[config.mk]
export PLATFORM = sky130hd
export DESIGN_NAME = csd_top
export DESIGN_NICKNAME = d
export VERILOG_FILES = /design/src/csd_pkg.sv /design/src/csd_divider.sv /design/src/csd_top.sv
export SDC_FILE = /design/constraint.sdc
export NUM_CORES = 1
export LEC_CHECK = 0
export ABC_AREA = 0
export BUFFER_PORTS_ARGS = -buffer_cell sky130_fd_sc_hd__buf_4
export CAP_MARGIN = 15
export CELL_PAD_IN_SITES_DETAIL_PLACEMENT = 1
export CELL_PAD_IN_SITES_GLOBAL_PLACEMENT = 1
export CORE_MARGIN = 2
export CORE_UTILIZATION = 43
export DETAILED_ROUTE_END_ITERATION = 7
export PLACE_DENSITY = 0.78
export SKIP_LAST_GASP = 1
export SYNTH_ARGS = -nofsm -noshare
export SYNTH_HDL_FRONTEND = slang
export SYNTH_SLANG_ARGS = --single-unit
[constraint.sdc]
create_clock -name mclk -period 2.7 [get_ports mclk]
set_input_delay 0.27 -clock mclk [delete_from_list [all_inputs] [get_ports mclk]]
set_output_delay 0.27 -clock mclk [all_outputs]
set_load 0.03 [all_outputs]
[src/csd_pkg.sv]
// Purpose: Shared constants and types for the channel settle and scaler block
// Assumes: 16-bit register data on a plain strobe port
// Notes: Offsets are register indices on the plain port
package csd_pkg;
  localparam logic [7:0] CSD_OFF_CH1_SETTLE = 8'h11;
  localparam logic [7:0] CSD_OFF_CH2_SETTLE = 8'h12;
  localparam logic [7:0] CSD_OFF_CH3_SETTLE = 8'h13;
  localparam logic [7:0] CSD_OFF_CH0_SCALE = 8'h14;
  localparam logic [7:0] CSD_OFF_CONTROL = 8'h20;
  localparam logic [7:0] CSD_OFF_IRQ_STATUS = 8'h21;
  localparam logic [7:0] CSD_OFF_IRQ_MASK = 8'h22;
  localparam logic [7:0] CSD_OFF_STATE = 8'h23;
  localparam logic [15:0] CSD_RST_SETTLE = 16'h0000;
  localparam logic [15:0] CSD_RST_SCALE = 16'h0000;
  localparam logic [15:0] CSD_RST_CONTROL = 16'h0000;
  localparam logic [2:0] CSD_RST_IRQ = 3'h0;
  localparam int CSD_IN_SCALE_MSB = 15;
  localparam int CSD_IN_SCALE_LSB = 12;
  localparam int CSD_REF_SCALE_MSB = 9;
  localparam int CSD_REF_SCALE_LSB = 0;
  localparam int CSD_CTL_ACTIVE_LSB = 0;
  localparam int CSD_CTL_CHAN_LSB = 2;
  localparam int CSD_CTL_AMP_EN_BIT = 4;
  localparam int CSD_IRQ_DONE_BIT = 0;
  localparam int CSD_IRQ_AMP_BIT = 1;
  localparam int CSD_IRQ_START_BIT = 2;
  localparam logic [15:0] CSD_SETTLE_SHORT_LIMIT = 16'h0001;
  localparam logic [19:0] CSD_SETTLE_SHORT_TICKS = 20'h00020;
  localparam int CSD_SETTLE_MULT_SHIFT = 4;
  typedef struct packed {
    logic [7:0] addr;
    logic [15:0] wdata;
    logic wr;
    logic rd;
  } csd_bus_req_t;
  typedef enum logic [1:0] {CSD_IDLE, CSD_SETTLE, CSD_CONVERT} csd_state_t;
endpackage

[src/csd_divider.sv]
// Purpose: Programmable divider producing a one-cycle enable every N input ticks
// Assumes: Divisor zero is reserved and treated as one
// Notes: Used for both the reference and the input scaler
`timescale 1ns/1ns
`default_nettype none
module csd_divider #(
  parameter int W = 10
) (
  // Clock and reset
  input wire logic mclk,
  input wire logic rstn,
  // Control
  input wire logic tick_in,
  input wire logic [W-1:0] divisor,
  // Result
  output logic tick_out
);
  logic [W-1:0] cnt_r;
  wire logic last_w = (cnt_r + W'(1) >= divisor);

  always_ff @(posedge mclk) begin
    if (!rstn) begin
      cnt_r <= '0;
      tick_out <= 1'b0;
    end else begin
      tick_out <= tick_in && last_w;
      if (tick_in) begin
        cnt_r <= last_w ? '0 : cnt_r + W'(1);
      end
    end
  end
endmodule
`default_nettype wire

[src/csd_top.sv]
// Purpose: Settling timer and channel 0 clock scalers of the sensor converter
// Assumes: Register port with read data one cycle after the read strobe
// Notes: Settle timing runs on the channel reference tick from the scaler
`timescale 1ns/1ns
`default_nettype none

module csd_top
  import csd_pkg::*;
(
  // Clock and reset
  input wire logic mclk,
  input wire logic rstn,
  // Register port
  input wire logic [7:0] reg_addr,
  input wire logic [15:0] reg_wdata,
  input wire logic reg_wr,
  input wire logic reg_rd,
  output logic [15:0] reg_rdata,
  // Sensor side
  input wire logic sensor_osc_tick,
  input wire logic amp_settled,
  // Results
  output logic ref_tick,
  output logic in_tick,
  output logic settle_done,
  output logic conv_active,
  output logic amp_error,
  output logic irq
);
  csd_bus_req_t req;
  assign req = '{addr: reg_addr, wdata: reg_wdata, wr: reg_wr, rd: reg_rd};

  logic [15:0] settle_r [1:3];
  logic [15:0] scale_r;
  logic [15:0] ctl_r;
  logic [2:0] stat_r;
  logic [2:0] mask_r;
  csd_state_t state_r;
  logic [19:0] cnt_r;
  logic [19:0] target_r;
  logic [1:0] chan_r;

  function automatic logic hit(input csd_bus_req_t r, input logic [7:0] off);
    return r.addr == off;
  endfunction

  ////////////////////////////////////////////////////////////////////////////
  // Register writes
  wire logic wr_scale = req.wr && hit(req, CSD_OFF_CH0_SCALE);
  wire logic wr_ctl = req.wr && hit(req, CSD_OFF_CONTROL);
  wire logic wr_mask = req.wr && hit(req, CSD_OFF_IRQ_MASK);
  wire logic rd_stat = req.rd && hit(req, CSD_OFF_IRQ_STATUS);

  genvar g;
  generate
    for (g = 1; g <= 3; g++) begin : g_settle
      wire logic wr_set = req.wr && hit(req, CSD_OFF_CH1_SETTLE + 8'(g - 1));
      always_ff @(posedge mclk) begin
        if (!rstn) begin
          settle_r[g] <= CSD_RST_SETTLE;
        end else if (wr_set) begin
          settle_r[g] <= req.wdata;
        end
      end
    end
  endgenerate

  always_ff @(posedge mclk) begin
    if (!rstn) begin
      scale_r <= CSD_RST_SCALE;
      ctl_r <= CSD_RST_CONTROL;
      mask_r <= CSD_RST_IRQ;
    end else begin
      if (wr_scale) begin
        scale_r <= req.wdata;
      end
      if (wr_ctl) begin
        ctl_r <= req.wdata;
      end
      if (wr_mask) begin
        mask_r <= req.wdata[2:0];
      end
    end
  end

  ////////////////////////////////////////////////////////////////////////////
  // Scalers
  wire logic [3:0] in_div = scale_r[CSD_IN_SCALE_MSB:CSD_IN_SCALE_LSB];
  wire logic [9:0] ref_div = scale_r[CSD_REF_SCALE_MSB:CSD_REF_SCALE_LSB];

  csd_divider #(.W(10)) u_ref_div (
    .mclk(mclk),
    .rstn(rstn),
    .tick_in(1'b1),
    .divisor(ref_div),
    .tick_out(ref_tick)
  );

  csd_divider #(.W(4)) u_in_div (
    .mclk(mclk),
    .rstn(rstn),
    .tick_in(sensor_osc_tick),
    .divisor(in_div),
    .tick_out(in_tick)
  );

  ////////////////////////////////////////////////////////////////////////////
  // Settling sequencer
  wire logic ch_active = ctl_r[CSD_CTL_ACTIVE_LSB];
  wire logic [1:0] ch_sel = ctl_r[CSD_CTL_CHAN_LSB +: 2];
  wire logic amp_en = ctl_r[CSD_CTL_AMP_EN_BIT];
  wire logic [15:0] sel_count = (ch_sel == 2'h0) ? 16'h0000 : settle_r[ch_sel];
  wire logic [19:0] settle_ticks = (sel_count <= CSD_SETTLE_SHORT_LIMIT) ?
    CSD_SETTLE_SHORT_TICKS : {sel_count, 4'h0};
  wire logic start_w = (state_r == CSD_IDLE) && ch_active && (ch_sel != 2'h0);
  wire logic done_w = (state_r == CSD_SETTLE) && ref_tick && (cnt_r + 20'h1 == target_r);
  wire logic amp_err_w = done_w && amp_en && !amp_settled;

  always_ff @(posedge mclk) begin
    if (!rstn) begin
      state_r <= CSD_IDLE;
      cnt_r <= '0;
      target_r <= '0;
      chan_r <= '0;
    end else begin
      unique case (state_r)
        CSD_IDLE: begin
          cnt_r <= '0;
          if (start_w) begin
            target_r <= settle_ticks;
            chan_r <= ch_sel;
            state_r <= CSD_SETTLE;
          end
        end
        CSD_SETTLE: begin
          if (!ch_active) begin
            state_r <= CSD_IDLE;
          end else if (done_w) begin
            state_r <= CSD_CONVERT;
          end else if (ref_tick) begin
            cnt_r <= cnt_r + 20'h1;
          end
        end
        CSD_CONVERT: begin
          if (!ch_active) begin
            state_r <= CSD_IDLE;
          end
        end
      endcase
    end
  end

  ////////////////////////////////////////////////////////////////////////////
  // Outputs, events and readback
  wire logic [2:0] ev_w = {start_w, amp_err_w, done_w};
  logic [15:0] rd_mux;
  always_comb begin
    rd_mux = 16'h0000;
    if (hit(req, CSD_OFF_CH1_SETTLE)) rd_mux = settle_r[1];
    if (hit(req, CSD_OFF_CH2_SETTLE)) rd_mux = settle_r[2];
    if (hit(req, CSD_OFF_CH3_SETTLE)) rd_mux = settle_r[3];
    if (hit(req, CSD_OFF_CH0_SCALE)) rd_mux = scale_r;
    if (hit(req, CSD_OFF_CONTROL)) rd_mux = ctl_r;
    if (hit(req, CSD_OFF_IRQ_STATUS)) rd_mux = {13'h0000, stat_r};
    if (hit(req, CSD_OFF_IRQ_MASK)) rd_mux = {13'h0000, mask_r};
    if (hit(req, CSD_OFF_STATE)) rd_mux = {12'h000, chan_r, 2'(state_r)};
  end

  always_ff @(posedge mclk) begin
    if (!rstn) begin
      reg_rdata <= 16'h0000;
      stat_r <= CSD_RST_IRQ;
      settle_done <= 1'b0;
      amp_error <= 1'b0;
      conv_active <= 1'b0;
      irq <= 1'b0;
    end else begin
      reg_rdata <= req.rd ? rd_mux : 16'h0000;
      // Set wins over the read clear
      stat_r <= (rd_stat ? 3'h0 : stat_r) | ev_w;
      settle_done <= done_w;
      amp_error <= amp_err_w;
      conv_active <= (state_r == CSD_CONVERT) || done_w;
      irq <= |(((rd_stat ? 3'h0 : stat_r) | ev_w) & mask_r);
    end
  end
endmodule
`default_nettype wire

==> qor.yml <==
status:
  status: "completed"
drt:
  drtAntennaViolNets: 0
  drt-met1-wl_um: 10400
  drc: 0
  drt-total-wl_um: 24200
  top_layer: "met4"
  wl_met2_um: 12500
  wire_per_inst_um: 19.2
  route.met3.wl_um: 997
  vias: 7120
  drt_iter0_markers: 445
  viasPerCell: 5.64
  firstDrtPassIters: 7
worst_setup_path:
  cp-endpoint: "cnt_r[11]$_SDFFE_PN0P_"
  endpoint_kind: "flop"
  crit_start: "cnt_r[0]$_SDFFE_PN0P_"
  r2r_start: "cnt_r[0]$_SDFFE_PN0P_"
  cp_max_fo: 10
  start_kind: "flop"
  crit_type: "reg -> reg"
  critPathRequiredTime_ps: 3040
  r2r_end: "cnt_r[11]$_SDFFE_PN0P_"
  reg2regPathDepth: 10
  cp.arrival_ps: 2960
  reg2reg_slack_ps: 80
placement:
  dp_cells: 1230
  io_buffers: 51
  hpwl_um: 17000
  gp_congestion: 0.872
  dp_slack_ps: 0.902
logic_synthesis:
  seq_area_frac_synth_pct: 45.4
  syn_area_um2: 8280
  synth_edf_count: 48
  synthFlopType: "dfxtp_1"
  async_reset_ff_share_pct: 0
  ys_ff_latch: 164
  synth.avg_cell_area_um2: 9.02
  synth_nets: 968
  ys_warn_count: 0
  syn_inst: 918
  synth_cell_types: 67
timing:
  worst_pin_slew_ps: 681
  slew-limit-headroom_pct: 54.5
  setup_violations: 0
  final.period_utilization_pct: 97.0
  fin_ws_ps: 80.0
  fmax_ghz: 0.382
  fin_crit_ps: 2620
  worst_clock_skew_ps: 9.30
  slew_violations: 0
  hold_violations: 0
  grt_setup_unrepaired: "yes"
die:
  initial_core_util_pct: 44.0
  die_w_um: 143
  die_h_um: 143
  die_area_um2: 20400
  core_um2: 18800
  fp-row-count: 50
  ioPinCount: 52
hold_path:
  min_path_type: "in -> reg"
  min-delay-start: "reg_wdata[9]"
  hold_depth: 3
grt:
  grt.total_usage_pct: 24.4
  grt_overflow: 0
  grt_pass1_vias: 7268
  grt_pass1_wl_um: 38600
  grt_max_degree: 31
  antenna_found_initial: 0
final_layout:
  area_growth_syn_to_layout_pct: 18.7
  layout-drive-gt1-share_pct: 18.5
  fin_cells: 1262
  antenna-diode-count: 0
  final_nets: 1039
flow_run:
  cap_violations: 0
clock_network:
  worstSkewPairLatency_ps: 430
  cts_made_buffers: 17
  clockBufferDepth: 2
  cts.sinks: 164
  tritoncts: "built"
  ctsHoldBuffers: 0
  clk_pin_slew_ps: 70
  root_buffer: "clkbuf_16"
  htreeDepth: 4
power_and_ir_drop:
  power.leakage_nw: 3.58
  power_mw: 5.25
  irDropWorstVdd_mv: 0.418
  power.density_nw_per_um2: 534
routing by layer:
| layer | GRT usage, % | vias to the layer above |
|---|---|---|
| met2 | 43.9 | 154 |
| met3 | 4.19 | 27 |
| li1 | - | 3426 |
| met5 | 0 | - |
| met1 | 30.0 | 3513 |
| met4 | 6.72 | 0 |
cell usage after synthesis, drive strengths merged (10+ instances only):
| cell | number | area (um^2) |
|---|---|---|
| xnor2 | 15 | 131 |
| mux2i | 28 | 280 |
| nand4 | 10 | 90.1 |
| mux2 | 15 | 169 |
| or3 | 13 | 86.3 |
| clkbuf | 44 | 165 |
| a222oi | 12 | 120 |
| nand3 | 30 | 150 |
| and3 | 12 | 75.1 |
| and2 | 63 | 394 |
| nor2b | 13 | 81.3 |
| dfxtp | 116 | 2320 |
| nor2 | 48 | 180 |
| xor2 | 11 | 96.3 |
| buf | 12 | 82.6 |
| ha | 20 | 250 |
| edfxtp | 48 | 1440 |
| a211oi | 11 | 82.6 |
| nand2 | 137 | 514 |
| inv | 27 | 101 |
| o21ai | 34 | 174 |
| a21oi | 91 | 455 |
metrics by stage:
step	hold slack, ps	setup TNS, ps	utilization [%]	cell area, um^2
floorplan	406	0	-	8280
global placement	443	0	48.8	9200
detailed placement	449	0	48.8	9200
CTS	101	0	51.9	9780
global route	110	-94.3	52.2	9840
finish	111	0	52.2	9840
how the worst min path moves through the flow:
stage,endpoint,slack (ps)
floorplan,ctl_r[10]$_SDFFE_PN0P_,410
global placement,ctl_r[9]$_SDFFE_PN0P_,440
detailed placement,ctl_r[13]$_SDFFE_PN0P_,450
CTS,scale_r[9]$_SDFFE_PN0P_,100
global route,ctl_r[14]$_SDFFE_PN0P_,110
finish,scale_r[9]$_SDFFE_PN0P_,110
layout make-up:
cell class	instances	area (um^2)
Fill cell	2179	8990
Multi-Input combinational cell	671	4220
Sequential cell	164	3770
Timing Repair Buffer	108	847
Clock buffer	20	457
Tap cell	260	325
Clock inverter	12	114
Inverter	27	101
cells in the final DEF (no fill, tap or decap), drive strengths merged, types with 28 or more instances in the layout:
cell type / Yosys / final
edfxtp: 48 / 48
nand3: 30 / 30
buf: 12 / 108
mux2i: 28 / 28
inv: 27 / 34
nand2: 137 / 137
a21oi: 91 / 91
and2: 63 / 63
dfxtp: 116 / 116
nor2: 48 / 48
o21ai: 34 / 34
where the power goes:
group	switching (mW)	internal (mW)
logic	0.183	0.119
registers	0.0274	2.57
clock network	1.09	1.26
worst max-delay path, stage by stage (launching register included):
cell     delay, ps
dfxtp_2        370
ha_2           200
and4_1         240
and4_4         250
mux2_2         370
nor3b_2        200
nand4_2        230
o21ai_4        230
buf_6          170
o21ai_0        110
a21oi_1        160
logic make-up after synthesis:
kind of cell	after synthesis	synth area share (%)
mux	43	5.42
fa+ha+maj	20	3.02
buf+inv	83	4.21
simple gates	372	23.1
compound gates	210	16.0
flops	164	45.4
xor+xnor	26	2.75
flip-flops by register name (all words and copies together), names as in the netlist, 4 cells and up, named ones only:
register / flops
u_in_div.cnt_r: 4
target_r: 16
ctl_r: 16
reg_rdata: 16
u_ref_div.cnt_r: 10
cnt_r: 20
scale_r: 16
settle_r: 48
repair_timing:
action	CTS	global route
endpoints found under the hold margin	0	0
buffers inserted	0	0
setup endpoints to repair	4	32
pin swaps	2	2
resized for setup	2	19
cloned	0	0
(Power assumes the default switching activity.)
